`config.mk`:
```
export PLATFORM = sky130hd
export DESIGN_NAME = srl_loader
export DESIGN_NICKNAME = d
export VERILOG_FILES = /design/src/hw/srl_rom_fetch.v /design/src/hw/srl_port_bank.v /design/src/hw/srl_loader.v
export VERILOG_INCLUDE_DIRS = /design/src /design/src/hw
export SDC_FILE = /design/constraint.sdc
export NUM_CORES = 2
export LEC_CHECK = 0
export ABC_CLOCK_PERIOD_IN_PS = 6050
export BUFFER_PORTS_ARGS = -buffer_cell sky130_fd_sc_hd__buf_4
export CELL_PAD_IN_SITES_DETAIL_PLACEMENT = 0
export CELL_PAD_IN_SITES_GLOBAL_PLACEMENT = 1
export CORE_MARGIN = 8
export CORE_UTILIZATION = 50
export CTS_BUF_LIST = sky130_fd_sc_hd__clkbuf_4
export DETAILED_ROUTE_END_ITERATION = 8
export PLACE_DENSITY_LB_ADDON = 0.08
export SLEW_MARGIN = 20
export SYNTH_ARGS = -nofsm -noshare
export SYNTH_HDL_FRONTEND = slang
export SYNTH_SLANG_ARGS = --single-unit
```
`constraint.sdc`:
```
create_clock -name core_clk -period 6.05 [get_ports core_clk]
set_input_delay 0.3025 -clock core_clk [delete_from_list [all_inputs] [get_ports core_clk]]
set_output_delay 0.3025 -clock core_clk [all_outputs]
set_load 0.02 [all_outputs]
```
`src/hw/srl_defs.vh`:
```
// Purpose: constants of the serial rom configuration loader
// Assumes: included by every srl design file
// Notes: definitions only
`ifndef SRL_DEFS_VH
`define SRL_DEFS_VH

// ----------------------------------------------------------------
// geometry
// ----------------------------------------------------------------
`define SRL_NPORT 4
`define SRL_NREG 6
`define SRL_ROM_AW 8
`define SRL_BUS_AW 11

// ----------------------------------------------------------------
// rom word addresses, fetched in ascending order
// ----------------------------------------------------------------
`define SRL_WORD_A 8'h06
`define SRL_WORD_B 8'h0c

// ----------------------------------------------------------------
// per-port configuration offsets (byte offset within a port)
// ----------------------------------------------------------------
`define SRL_OFF_VCCNT 9'h144
`define SRL_OFF_LINKCAP 9'h0cc
`define SRL_OFF_SWMODE 9'h074
`define SRL_OFF_INTPIN 9'h03c
`define SRL_OFF_DEVCAP 9'h0c4
`define SRL_OFF_CAPDIS 9'h070
// loader control and status, port field zero only
`define SRL_OFF_CTRL 9'h1f0
`define SRL_OFF_STAT 9'h1f4
`define SRL_OFF_RAW_A 9'h1f8
`define SRL_OFF_RAW_B 9'h1fc

// ----------------------------------------------------------------
// bank register indices
// ----------------------------------------------------------------
`define SRL_IDX_VCCNT 3'h0
`define SRL_IDX_LINKCAP 3'h1
`define SRL_IDX_SWMODE 3'h2
`define SRL_IDX_INTPIN 3'h3
`define SRL_IDX_DEVCAP 3'h4
`define SRL_IDX_CAPDIS 3'h5
`define SRL_IDX_NONE 3'h7

// ----------------------------------------------------------------
// port sets that receive the loaded bits
// ----------------------------------------------------------------
`define SRL_PORTS_ALL 4'h7
`define SRL_PORTS_INT 4'h6

// ----------------------------------------------------------------
// field positions and masks of the target registers
// ----------------------------------------------------------------
`define SRL_VC_LSB 0
`define SRL_VC_MASK 32'h00000001
`define SRL_L0S_LSB 12
`define SRL_L1_LSB 15
`define SRL_ASPM_LSB 10
`define SRL_LC_A_MASK 32'h0003f000
`define SRL_LC_B_MASK 32'h00000c00
`define SRL_SW_SAF_BIT 0
`define SRL_SW_CT_LSB 1
`define SRL_SW_ARB_BIT 3
`define SRL_SW_CRD_BIT 4
`define SRL_SW_NOEG_BIT 5
`define SRL_SW_NOTAG_BIT 6
`define SRL_SW_CPPD_BIT 15
`define SRL_SW_A_MASK 32'h0000007f
`define SRL_SW_B_MASK 32'h00008000
`define SRL_IP_BIT 8
`define SRL_IP_MASK 32'h00000100
`define SRL_MPS_LSB 0
`define SRL_RBER_BIT 15
`define SRL_DC_MASK 32'h00008003
`define SRL_PMD_BIT 13
`define SRL_MSID_BIT 14
`define SRL_CD_MASK 32'h00006000

// ----------------------------------------------------------------
// control and status bits, reset values
// ----------------------------------------------------------------
`define SRL_CTRL_RELOAD_BIT 0
`define SRL_STAT_DONE_BIT 0
`define SRL_STAT_BUSY_BIT 1
`define SRL_RST_VAL 32'h00000000

`endif

```
`src/hw/srl_rom_fetch.v`:
```
// Purpose: fetches one 16-bit word from the rom word port
// Assumes: rom word port runs on core_clk, answers each request once
// Notes: one request outstanding at a time
`timescale 1ns/100ps
`default_nettype none
`include "srl_defs.vh"

module srl_rom_fetch (
  input wire core_clk,
  input wire rst,
  input wire start,
  input wire [`SRL_ROM_AW-1:0] start_addr,
  output reg rom_req,
  output reg [`SRL_ROM_AW-1:0] rom_addr,
  input wire rom_ack,
  input wire [15:0] rom_data,
  output reg word_valid,
  output reg [15:0] word_data
);

  // ----------------------------------------------------------------
  // states
  // ----------------------------------------------------------------
  localparam ST_IDLE = 2'b01; // no request outstanding
  localparam ST_WAIT = 2'b10; // waiting for the rom answer

  reg [1:0] state_reg;

  // issue request, capture answer
  always @(posedge core_clk) begin
    if (rst) begin
      state_reg <= ST_IDLE;
      rom_req <= 1'b0;
      rom_addr <= {`SRL_ROM_AW{1'b0}};
      word_valid <= 1'b0;
      word_data <= 16'h0000;
    end else begin
      rom_req <= 1'b0;
      word_valid <= 1'b0;
      case (state_reg)
        ST_IDLE: begin
          if (start) begin
            rom_req <= 1'b1;
            rom_addr <= start_addr;
            state_reg <= ST_WAIT;
          end
        end
        ST_WAIT: begin
          // an answer is only honoured after the request pulse
          if (rom_ack && !rom_req) begin
            word_valid <= 1'b1;
            word_data <= rom_data;
            state_reg <= ST_IDLE;
          end
        end
        default: begin
          state_reg <= ST_IDLE;
        end
      endcase
    end
  end

endmodule
`default_nettype wire

```
`src/hw/srl_port_bank.v`:
```
// Purpose: per-port configuration registers fed by the loader
// Assumes: load and bus write never in the same cycle
// Notes: entry index is {port, register index}
`timescale 1ns/100ps
`default_nettype none
`include "srl_defs.vh"

module srl_port_bank #(
  parameter NPORT = `SRL_NPORT
) (
  input wire core_clk,
  input wire rst,
  input wire ld_en,
  input wire [`SRL_NREG*32-1:0] ld_mask,
  input wire [`SRL_NREG*32-1:0] ld_val,
  input wire [`SRL_NREG*NPORT-1:0] ld_ports,
  input wire wr_en,
  input wire [1:0] wr_port,
  input wire [2:0] wr_idx,
  input wire [31:0] wr_data,
  input wire [1:0] rd_port,
  input wire [2:0] rd_idx,
  output wire [31:0] rd_data
);

  // ----------------------------------------------------------------
  // entries
  // ----------------------------------------------------------------
  wire [31:0] ent [0:NPORT*8-1]; // read view of each entry

  genvar e;
  generate
    for (e = 0; e < NPORT*8; e = e + 1) begin : g_ent
      if ((e % 8) < `SRL_NREG) begin : g_real
        reg [31:0] val_reg; // stored register value
        // merge loaded bits under mask, or take a bus write
        always @(posedge core_clk) begin
          if (rst) begin
            val_reg <= `SRL_RST_VAL;
          end else if (ld_en && ld_ports[(e%8)*NPORT + e/8]) begin
            val_reg <= (val_reg & ~ld_mask[(e%8)*32 +: 32]) |
                       (ld_val[(e%8)*32 +: 32] & ld_mask[(e%8)*32 +: 32]);
          end else if (wr_en && wr_port == e/8 && wr_idx == e%8) begin
            val_reg <= wr_data;
          end
        end
        assign ent[e] = val_reg;
      end else begin : g_none
        assign ent[e] = 32'h00000000; // no register here
      end
    end
  endgenerate

  assign rd_data = ent[{rd_port, rd_idx}];

endmodule
`default_nettype wire

```
`src/hw/srl_loader.v`:
```
// Purpose: loads rom words 06h and 0ch into per-port configuration bits
// Assumes: rom word port and register port both on core_clk
// Notes: configuration writes are dropped and reads other than status return zero until the load is complete
`timescale 1ns/100ps
`default_nettype none
`include "srl_defs.vh"

module srl_loader (
  input wire core_clk,
  input wire rst,
  output wire rom_req,
  output wire [`SRL_ROM_AW-1:0] rom_addr,
  input wire rom_ack,
  input wire [15:0] rom_data,
  input wire [`SRL_BUS_AW-1:0] reg_addr,
  input wire [31:0] reg_wdata,
  input wire reg_wr,
  input wire reg_rd,
  output reg [31:0] reg_rdata,
  output wire cfg_ready
);

  // ----------------------------------------------------------------
  // states of the load sequence
  // ----------------------------------------------------------------
  localparam ST_REQA = 5'b00001; // ask for word 06h
  localparam ST_WAITA = 5'b00010; // wait for word 06h
  localparam ST_REQB = 5'b00100; // ask for word 0ch
  localparam ST_WAITB = 5'b01000; // wait for word 0ch
  localparam ST_DONE = 5'b10000; // loaded, config open

  reg [4:0] state_reg; // current state
  reg [4:0] state_next; // next state
  reg [15:0] raw_a_reg; // last word 06h seen
  reg [15:0] raw_b_reg; // last word 0ch seen

  wire fetch_start; // one-cycle start to the fetcher
  wire [`SRL_ROM_AW-1:0] fetch_addr; // rom word to fetch
  wire word_valid; // fetched word present
  wire [15:0] word_data; // fetched word
  wire reload; // software asks for a fresh load
  wire ld_en; // apply a word to the bank

  // ----------------------------------------------------------------
  // rom word fetcher
  // ----------------------------------------------------------------
  assign fetch_start = (state_reg == ST_REQA) || (state_reg == ST_REQB);
  // word 06h first, then 0ch
  assign fetch_addr = (state_reg == ST_REQB) ? `SRL_WORD_B : `SRL_WORD_A;

  srl_rom_fetch u_fetch (
    .core_clk(core_clk),
    .rst(rst),
    .start(fetch_start),
    .start_addr(fetch_addr),
    .rom_req(rom_req),
    .rom_addr(rom_addr),
    .rom_ack(rom_ack),
    .rom_data(rom_data),
    .word_valid(word_valid),
    .word_data(word_data)
  );

  // ----------------------------------------------------------------
  // sequence control
  // ----------------------------------------------------------------
  // next state: both words loaded before config opens
  always @* begin
    state_next = state_reg;
    case (state_reg)
      ST_REQA: begin
        state_next = ST_WAITA;
      end
      ST_WAITA: begin
        if (word_valid) begin
          state_next = ST_REQB;
        end
      end
      ST_REQB: begin
        state_next = ST_WAITB;
      end
      ST_WAITB: begin
        if (word_valid) begin
          state_next = ST_DONE;
        end
      end
      ST_DONE: begin
        if (reload) begin
          state_next = ST_REQA;
        end
      end
      default: begin
        state_next = ST_REQA;
      end
    endcase
  end

  // state and raw word capture; reset starts a load at once
  always @(posedge core_clk) begin
    if (rst) begin
      state_reg <= ST_REQA;
      raw_a_reg <= 16'h0000;
      raw_b_reg <= 16'h0000;
    end else begin
      state_reg <= state_next;
      if (word_valid && state_reg == ST_WAITA) begin
        raw_a_reg <= word_data;
      end
      if (word_valid && state_reg == ST_WAITB) begin
        raw_b_reg <= word_data;
      end
    end
  end

  assign cfg_ready = (state_reg == ST_DONE);
  assign ld_en = word_valid && (state_reg == ST_WAITA || state_reg == ST_WAITB);

  // ----------------------------------------------------------------
  // bit scatter of the two rom words
  // ----------------------------------------------------------------
  reg [31:0] m_vc; // masks per target register
  reg [31:0] m_lc;
  reg [31:0] m_sw;
  reg [31:0] m_ip;
  reg [31:0] m_dc;
  reg [31:0] m_cd;
  reg [31:0] v_vc; // values per target register
  reg [31:0] v_lc;
  reg [31:0] v_sw;
  reg [31:0] v_ip;
  reg [31:0] v_dc;
  reg [31:0] v_cd;

  // masks and values for the word being loaded
  always @* begin
    m_vc = 32'h00000000;
    m_lc = 32'h00000000;
    m_sw = 32'h00000000;
    m_ip = 32'h00000000;
    m_dc = 32'h00000000;
    m_cd = 32'h00000000;
    v_vc = 32'h00000000;
    v_lc = 32'h00000000;
    v_sw = 32'h00000000;
    v_ip = 32'h00000000;
    v_dc = 32'h00000000;
    v_cd = 32'h00000000;
    if (state_reg == ST_WAITA) begin
      // word 06h
      m_vc = `SRL_VC_MASK;
      v_vc[`SRL_VC_LSB] = word_data[0];
      m_lc = `SRL_LC_A_MASK;
      v_lc[`SRL_L0S_LSB +: 3] = word_data[3:1];
      v_lc[`SRL_L1_LSB +: 3] = word_data[6:4];
      m_sw = `SRL_SW_A_MASK;
      v_sw[`SRL_SW_NOEG_BIT] = word_data[8];
      v_sw[`SRL_SW_NOTAG_BIT] = word_data[9];
      v_sw[`SRL_SW_SAF_BIT] = word_data[10];
      v_sw[`SRL_SW_CT_LSB +: 2] = word_data[12:11];
      v_sw[`SRL_SW_ARB_BIT] = word_data[13];
      v_sw[`SRL_SW_CRD_BIT] = word_data[14];
      m_ip = `SRL_IP_MASK;
      v_ip[`SRL_IP_BIT] = word_data[15];
    end else if (state_reg == ST_WAITB) begin
      // word 0ch
      m_dc = `SRL_DC_MASK;
      v_dc[`SRL_MPS_LSB +: 2] = word_data[1:0];
      m_lc = `SRL_LC_B_MASK;
      v_lc[`SRL_ASPM_LSB +: 2] = word_data[3:2];
      v_dc[`SRL_RBER_BIT] = word_data[4];
      m_cd = `SRL_CD_MASK;
      v_cd[`SRL_MSID_BIT] = word_data[5];
      m_sw = `SRL_SW_B_MASK;
      v_sw[`SRL_SW_CPPD_BIT] = word_data[6];
      v_cd[`SRL_PMD_BIT] = word_data[7];
    end
  end

  // ----------------------------------------------------------------
  // register port decode
  // ----------------------------------------------------------------
  wire [1:0] bus_port; // port field of the address
  wire [8:0] bus_off; // byte offset within the port
  reg [2:0] bus_idx; // bank index, none if unmapped
  wire [31:0] bank_rdata; // bank read view
  wire bank_wr; // bus write into the bank
  wire ctrl_hit; // access hits the own registers

  assign bus_port = reg_addr[10:9];
  assign bus_off = reg_addr[8:0];
  assign ctrl_hit = (bus_port == 2'h0);

  // offset to bank index
  always @* begin
    case (bus_off)
      `SRL_OFF_VCCNT: bus_idx = `SRL_IDX_VCCNT;
      `SRL_OFF_LINKCAP: bus_idx = `SRL_IDX_LINKCAP;
      `SRL_OFF_SWMODE: bus_idx = `SRL_IDX_SWMODE;
      `SRL_OFF_INTPIN: bus_idx = `SRL_IDX_INTPIN;
      `SRL_OFF_DEVCAP: bus_idx = `SRL_IDX_DEVCAP;
      `SRL_OFF_CAPDIS: bus_idx = `SRL_IDX_CAPDIS;
      default: bus_idx = `SRL_IDX_NONE;
    endcase
  end

  // config writes are held off until the load is complete
  assign bank_wr = reg_wr && cfg_ready && (bus_idx != `SRL_IDX_NONE);
  // reload pulse, accepted only once loaded
  assign reload = reg_wr && cfg_ready && ctrl_hit && (bus_off == `SRL_OFF_CTRL) &&
                  reg_wdata[`SRL_CTRL_RELOAD_BIT];

  // ----------------------------------------------------------------
  // per-port register bank
  // ----------------------------------------------------------------
  srl_port_bank #(
    .NPORT(`SRL_NPORT)
  ) u_bank (
    .core_clk(core_clk),
    .rst(rst),
    .ld_en(ld_en),
    .ld_mask({m_cd, m_dc, m_ip, m_sw, m_lc, m_vc}),
    .ld_val({v_cd, v_dc, v_ip, v_sw, v_lc, v_vc}),
    // intpin goes to ports 1-2 only, the rest to ports 0-2
    .ld_ports({`SRL_PORTS_ALL, `SRL_PORTS_ALL, `SRL_PORTS_INT,
               `SRL_PORTS_ALL, `SRL_PORTS_ALL, `SRL_PORTS_ALL}),
    .wr_en(bank_wr),
    .wr_port(bus_port),
    .wr_idx(bus_idx),
    .wr_data(reg_wdata),
    .rd_port(bus_port),
    .rd_idx(bus_idx),
    .rd_data(bank_rdata)
  );

  // ----------------------------------------------------------------
  // read data, one cycle after the read strobe
  // ----------------------------------------------------------------
  always @(posedge core_clk) begin
    if (rst) begin
      reg_rdata <= 32'h00000000;
    end else if (reg_rd) begin
      if (ctrl_hit && bus_off == `SRL_OFF_STAT) begin
        // status always readable
        reg_rdata <= {30'h0, !cfg_ready, cfg_ready};
      end else if (!cfg_ready) begin
        reg_rdata <= 32'h00000000; // held off while loading
      end else if (ctrl_hit && bus_off == `SRL_OFF_RAW_A) begin
        reg_rdata <= {16'h0000, raw_a_reg};
      end else if (ctrl_hit && bus_off == `SRL_OFF_RAW_B) begin
        reg_rdata <= {16'h0000, raw_b_reg};
      end else begin
        reg_rdata <= bank_rdata; // zero when unmapped
      end
    end else begin
      reg_rdata <= 32'h00000000;
    end
  end

endmodule
`default_nettype wire

```
; ---- Yosys cells after proc, flatten, opt, wreduce, memory -nomap -nowiden
; Index checks and enable logic that the tools add are counted.
; W data, S select, Z words.
[op_classes]
n_lt_le_gt_ge = 1
eq_ne = 31
muxes = 76
n_bitwise = 51
n_reduce_logical = 72
[op_table]
columns = operator, n
row1 = $mux W32, 36
row2 = $and A32 B32 Y32, 17
row3 = $or A32 B32 Y32, 14
row4 = $bmux W32 S5, 1
row5 = $mux W16, 6
row6 = $not A16 Y32, 2
row7 = $eq A9 B9 Y1 const B, 5
row8 = $logic_and A1 B1 Y1, 40
row9 = $reduce_bool A2 Y1, 17
row10 = $and A16 B16 Y16, 2
row11 = $not A1 Y32, 1
row12 = $not A15 Y32, 1
row13 = $not A18 Y32, 1
row14 = $not A9 Y32, 1
row15 = $or A32 B1 Y32, 1
row16 = $or A32 B16 Y32, 1
row17 = $or A32 B18 Y32, 1
row18 = $mux W15, 2
row19 = $pmux W5 S5, 1
row20 = $mux W2, 10
row21 = $and A18 B18 Y18, 1
row22 = $eq A9 B7 Y1 const B, 2
row23 = $eq A9 B8 Y1 const B, 2
row24 = $mux W18, 1
row25 = 38 further kinds, 65
[totals]
register_bits = 865
input_bits = 64
output_inout_bits = 42
word_cells = 266

; ---- Depth between registers and ports, before layout
[logic_depth]
word_depth = 10
mapped_depth = 14
mapped_depth_nobuf = 9

; ---- Cells and area by module
; A second synthesis with hierarchy kept.
[hier_totals]
hier_cells = 6324
area_unflattened_um2 = 58531.1
[by_module_without_submodules]
columns = mod, n_inst, cells_each, area_per_inst_um2, seq_area_each_um2
row1 = srl_port_bank, 1, 5866, 54473.5, 15374.7
row2 = srl_loader, 1, 339, 3016.6, 1381.3
row3 = srl_rom_fetch, 1, 119, 1041.0, 560.5

; ---- Worst setup path before layout
; No wires, ideal clock.
[synth_timing]
path_type = in2reg
start = in reg_addr[1]
end = reg reg_rdata[25]
setup_time_ns = 0.133
t_arrival_ns = 2.641
required_time_ns = 5.917
path_slack_ns = 3.276
path_stages = 12
path_buffers = 5
cell_sequence = or3b_1 > buf_2 > or4_4 > buf_6 > o211a_2 > buf_2 > clkbuf_1 > buf_2 > a222oi_1 > nand2_1 > a32oi_1 > a31oi_1
[synth_via]
elab_chain_cells = 6
word_cells_on_any_way = 18
classes_between = eq/ne: 9 / mux: 4 / bitwise: 1 / reduce/logical: 4
[synth_rtl]
columns = item, line
row1 = from (decl), srl_loader.v:15  ; input wire [`SRL_BUS_AW-1:0] reg_addr,
row2 = $eq A9 B7 Y1 (tied with other cells), srl_loader.v:195  ; case (bus_off)
row3 = $pmux W3 S6, srl_loader.v:195
row4 = $not A5 Y6 (not written as such), srl_port_bank.v:54  ; assign rd_data = ent[{rd_port, rd_idx}];
row5 = $bmux W32 S5, srl_port_bank.v:54
row6 = $mux W32 (not written as such) (2 in a row), srl_port_bank.v:54
row7 = to (signal assigned), srl_loader.v:244  ; reg_rdata <= {30'h0, !cfg_ready, cfg_ready};
row8 = to (signal assigned), srl_loader.v:248  ; reg_rdata <= {16'h0000, raw_a_reg};
row9 = to (signal assigned), srl_loader.v:250  ; reg_rdata <= {16'h0000, raw_b_reg};
row10 = to (decl), srl_loader.v:19  ; output reg [31:0] reg_rdata,
; Several ways; a longest one is shown, not always the timed one. The select of a mux whose other input is x is not followed.
; A chain may end at the register's enable or synchronous reset.

; ---- Worst setup path in the final report
[layout_timing]
start = reg state_reg[3]
end = reg u_bank.g_ent[27].g_real.val_reg[3]
[layout_via]
elab_chain_cells = 5
[layout_rtl]
columns = item, line
row1 = from (decl), srl_loader.v:32  ; reg [4:0] state_reg;
row2 = from (signal assigned), srl_loader.v:105  ; state_reg <= state_next;
row3 = $eq A5 B5 Y1, srl_loader.v:115  ; assign cfg_ready = (state_reg == ST_DONE);
row4 = $logic_and A1 B1 Y1 (2 in a row), srl_loader.v:207  ; assign bank_wr = reg_wr && cfg_ready && (bus_idx != `SRL_IDX_NONE);
row5 = $logic_and A1 B1 Y1 (2 in a row), srl_port_bank.v:43  ; end else if (wr_en && wr_port == e/8 && wr_idx == e%8) begin
row6 = to (signal assigned), srl_port_bank.v:39  ; val_reg <= `SRL_RST_VAL;
row7 = to (signal assigned), srl_port_bank.v:41  ; val_reg <= (val_reg & ~ld_mask[(e%8)*32 +: 32]) |
row8 = to (signal assigned), srl_port_bank.v:44  ; val_reg <= wr_data;
row9 = to (decl), srl_port_bank.v:35  ; reg [31:0] val_reg;
; Every way passes these cells.

==> impl_metrics.csv <==
group,metric,value,unit
synth,synth_edf_count,0,
synth,synth_flop_cell,"dfxtp_1",
pwr,cellPowerDensity,269,nW/µm²
finish,layout-drive-gt1-share,0.132,
status,status,"finished, final reports clean",
clocking,cts_sinks,860,
routing,route.detailed.drc,0,
routing,drt-pass1-iter-count,8,
pwr,peakVddDrop,0.175,mV
routing,final_antenna_net_count,0,
pwr,intPower,8380,µW
placement,dp_hpwl,87800,µm
clocking,clk_pin_slew,60,ps
pwr,power_leakage,0.0138,µW
worst_hold_path,hold_class,"input pin to flop",
clocking,htreeDepth,4,
clocking,ctsHoldBuffers,114,
routing,drt-initial-drc-count,5794,
placement,dp.cells,5461,
sta,hold_viol,0,
synth,synth_compound_area_frac,0.229,
sta,rsz0062_at_grt,"no",
global_route,antenna_found_initial,7,
setup_path,path_max_fanout,19,
finish,fillerInstances,6901,
pwr,p_sw_frac,0.252,
routing,vias,37000,
floorplanning,coreArea,72600,µm²
finish,fin_cells,5970,
clocking,clk_latency,1130,ps
pwr,seq_power_share,0.507,
setup_path,worst-setup-path-type,"flop to flop",
sta,final.setup.tns,0,ps
pwr,power.share.clock,0.453,
clocking,cts_resized,0,
placement,place_congestion,0.904,
floorplanning,start_util,0.503,
routing,viasPerCell,6.19,
synth,synth_xor_area_frac,0.000240,
clocking,cts_made_buffers,224,
setup_path,cp-end-kind,"flop",
global_route,grt-ovfl-total,0,
synth,async_reset_ff_frac,0,
floorplanning,num_rows,99,
global_route,grt_pass1_wl,228000,µm
placement,dp_slack,1730,ps
floorplanning,design.portCount,106,
routing,wire_per_inst,26.2,µm
setup_path,startpoint_type,"flop",
global_route,grt_pass1_vias,33900,
clocking,cts-root-buf,"clkbuf_4",
synth,netlist_instances,4750,
finish,mostFrequentLayoutCells,"nand2_1, dfxtp_1, a21oi_1, clkbuf_4, buf_4",
synth,synth-seq-cells,860,
synth,yosys.area_share.simple,0.210,
clocking,cts_tree,"done",
clocking,post_cts_buffers,0,
setup_path,crit_arrival,4900,ps
run,maxCapViolCount,0,
routing,wirelength,157000,µm
sta,period_share,0.658,
synth,synth.cell_area,36500,µm²
pwr,pwr-share-comb,0.040,
floorplanning,die_area,81900,µm²
sta,setup_viol,0,
sta,maxSlewHeadroom,0.193,
sta,setup_ws,2070,ps
synth,synth.avg_cell_area,7.69,µm²
synth,synth_mux_area_frac,0.0368,
clocking,cts_buffer_depth,3,
global_route,grt_max_degree,196,
global_route,grtUsageTotal,0.366,
sta,report.final.slew_viol_count,0,
sta,layout_min_cycle_time,3980,ps
synth,synth_top_family_by_area,"compound AO/OA/AOI/OAI gates",
setup_path,crit_required,6970,ps
sta,skew,52.4,ps
synth,yosysWarnings,0,
sta,worst_pin_slew,1210,ps
finish,syn_to_final_growth,14.0,%
synth,synth.yosys.seq_area_share,0.471,
synth,synthAdderAreaFrac,0,
finish,largest_reg_flops,700,
synth,synth.distinct_cells,75,
pwr,switching_power,2820,µW
floorplanning,die_h,286,µm
finish,final_common_cell,"nand2_1",
finish,nets,4907,
placement,port_buffers,100,
sta,max_freq,0.251,GHz
floorplanning,die_w,286,µm
[worst max-delay path, cell delays in order, from the launching register on]
cell and delay [ps]:
dfxtp_1 360, nor2_1 230, nand3_1 280, inv_1 250, nand2_1 400, nor3_1 810, nand3_2 750, buf_4 500
nand2_1 110, a21oi_1 60
[power by group through the flow]
stage	Combinational (µW)	Sequential [µW]	Clock (µW)
after detailed placement	381	5810	0
after CTS	429	5680	5100
after global placement	384	5810	0
final	448	5680	5070
after global routing	462	5680	5430
after floorplan	217	5810	0
[cells by family (layout without fill, tap and decap cells)]
family / Yosys count / after routing
multiplexers: 129 / 129
XOR/XNOR: 1 / 1
flip-flops: 860 / 860
other: 1 / 15
AO/OA/AOI/OAI: 1379 / 1379
buffers and inverters: 454 / 701
AND/OR/NAND/NOR: 1926 / 1926
[path summary, 6_finish.rpt]
path              cells past startpoint                                        startpoint  slack, ps                                          endpoint
setup reg to reg                      9                         state_reg[3]$_SDFFE_PP0P_       2070   u_bank.g_ent[27].g_real.val_reg[3]$_SDFFE_PP0P_
hold reg to reg                       2  u_bank.g_ent[24].g_real.val_reg[10]$_SDFFE_PP0P_        450  u_bank.g_ent[24].g_real.val_reg[10]$_SDFFE_PP0P_
setup / recovery                      9                         state_reg[3]$_SDFFE_PP0P_       2070   u_bank.g_ent[27].g_real.val_reg[3]$_SDFFE_PP0P_
hold / removal                        5                                       reg_addr[1]         90                          reg_rdata[12]$_SDFF_PP0_
[synthesized netlist by cell type, types with 4 or more instances]
master,instances,share of area
nand3b_1,18,0.0037
nor3_1,36,0.0049
buf_2,63,0.0086
nor4bb_1,4,0.0011
buf_6,4,0.0012
mux2i_1,88,0.024
a221o_1,41,0.011
a22o_1,33,0.0079
nor2_4,7,0.0022
o21a_1,7,0.0014
inv_1,9,0.00093
o211ai_1,37,0.0076
nand2b_1,21,0.0036
buf_4,23,0.0047
nor2b_1,4,0.00069
mux2_2,41,0.013
a31oi_1,34,0.0058
clkbuf_1,331,0.034
a2bb2oi_1,4,0.00096
nand4_1,5,0.00086
dfxtp_1,860,0.47
a21boi_0,4,0.00082
o22ai_1,8,0.0014
nor2_1,148,0.015
buf_1,22,0.0023
nand2_1,1614,0.17
and2_1,6,0.0010
a211oi_1,17,0.0035
nand3_1,28,0.0038
o221ai_1,14,0.0034
o41ai_1,5,0.0012
a32oi_1,24,0.0058
o21ai_0,111,0.015
a21o_1,8,0.0016
a222oi_1,56,0.015
a22oi_1,82,0.017
a221oi_1,20,0.0048
o2111ai_1,17,0.0041
nor2_2,7,0.0012
a21oi_1,833,0.11
[layer usage]
metal  up-vias  GRT usage  wire length (µm)
met5         -          0                 0
met4         0      0.151              6350
met3       394     0.0955             19200
met2      2294      0.536             66500
met1     17700      0.509             64600
li1      16600          -                 -
[per-stage QoR]
step	utilization	cell area [µm²]	total power (µW)	hold slack (ps)
final	0.574	41600	11200	86.1
after global routing	0.574	41600	11600	78.8
after CTS	0.573	41600	11200	17.0
after detailed placement	0.519	37700	6190	444
after global placement	0.519	37600	6190	436
after floorplan	-	36500	6020	428
[area by class of cell]
cell class,instances,area (µm²),area share
sequential,860,17200,0.413
multi-input combinational,3440,17700,0.425
tap,959,1200,0.0288
timing repair buffer,307,2690,0.0645
inverter,10,37.5,0.000901
clock inverter,42,223,0.00535
clock buffer,342,2570,0.0617
antenna,10,25.0,0.000601
Note: power is estimated with default switching activity, not from simulation.
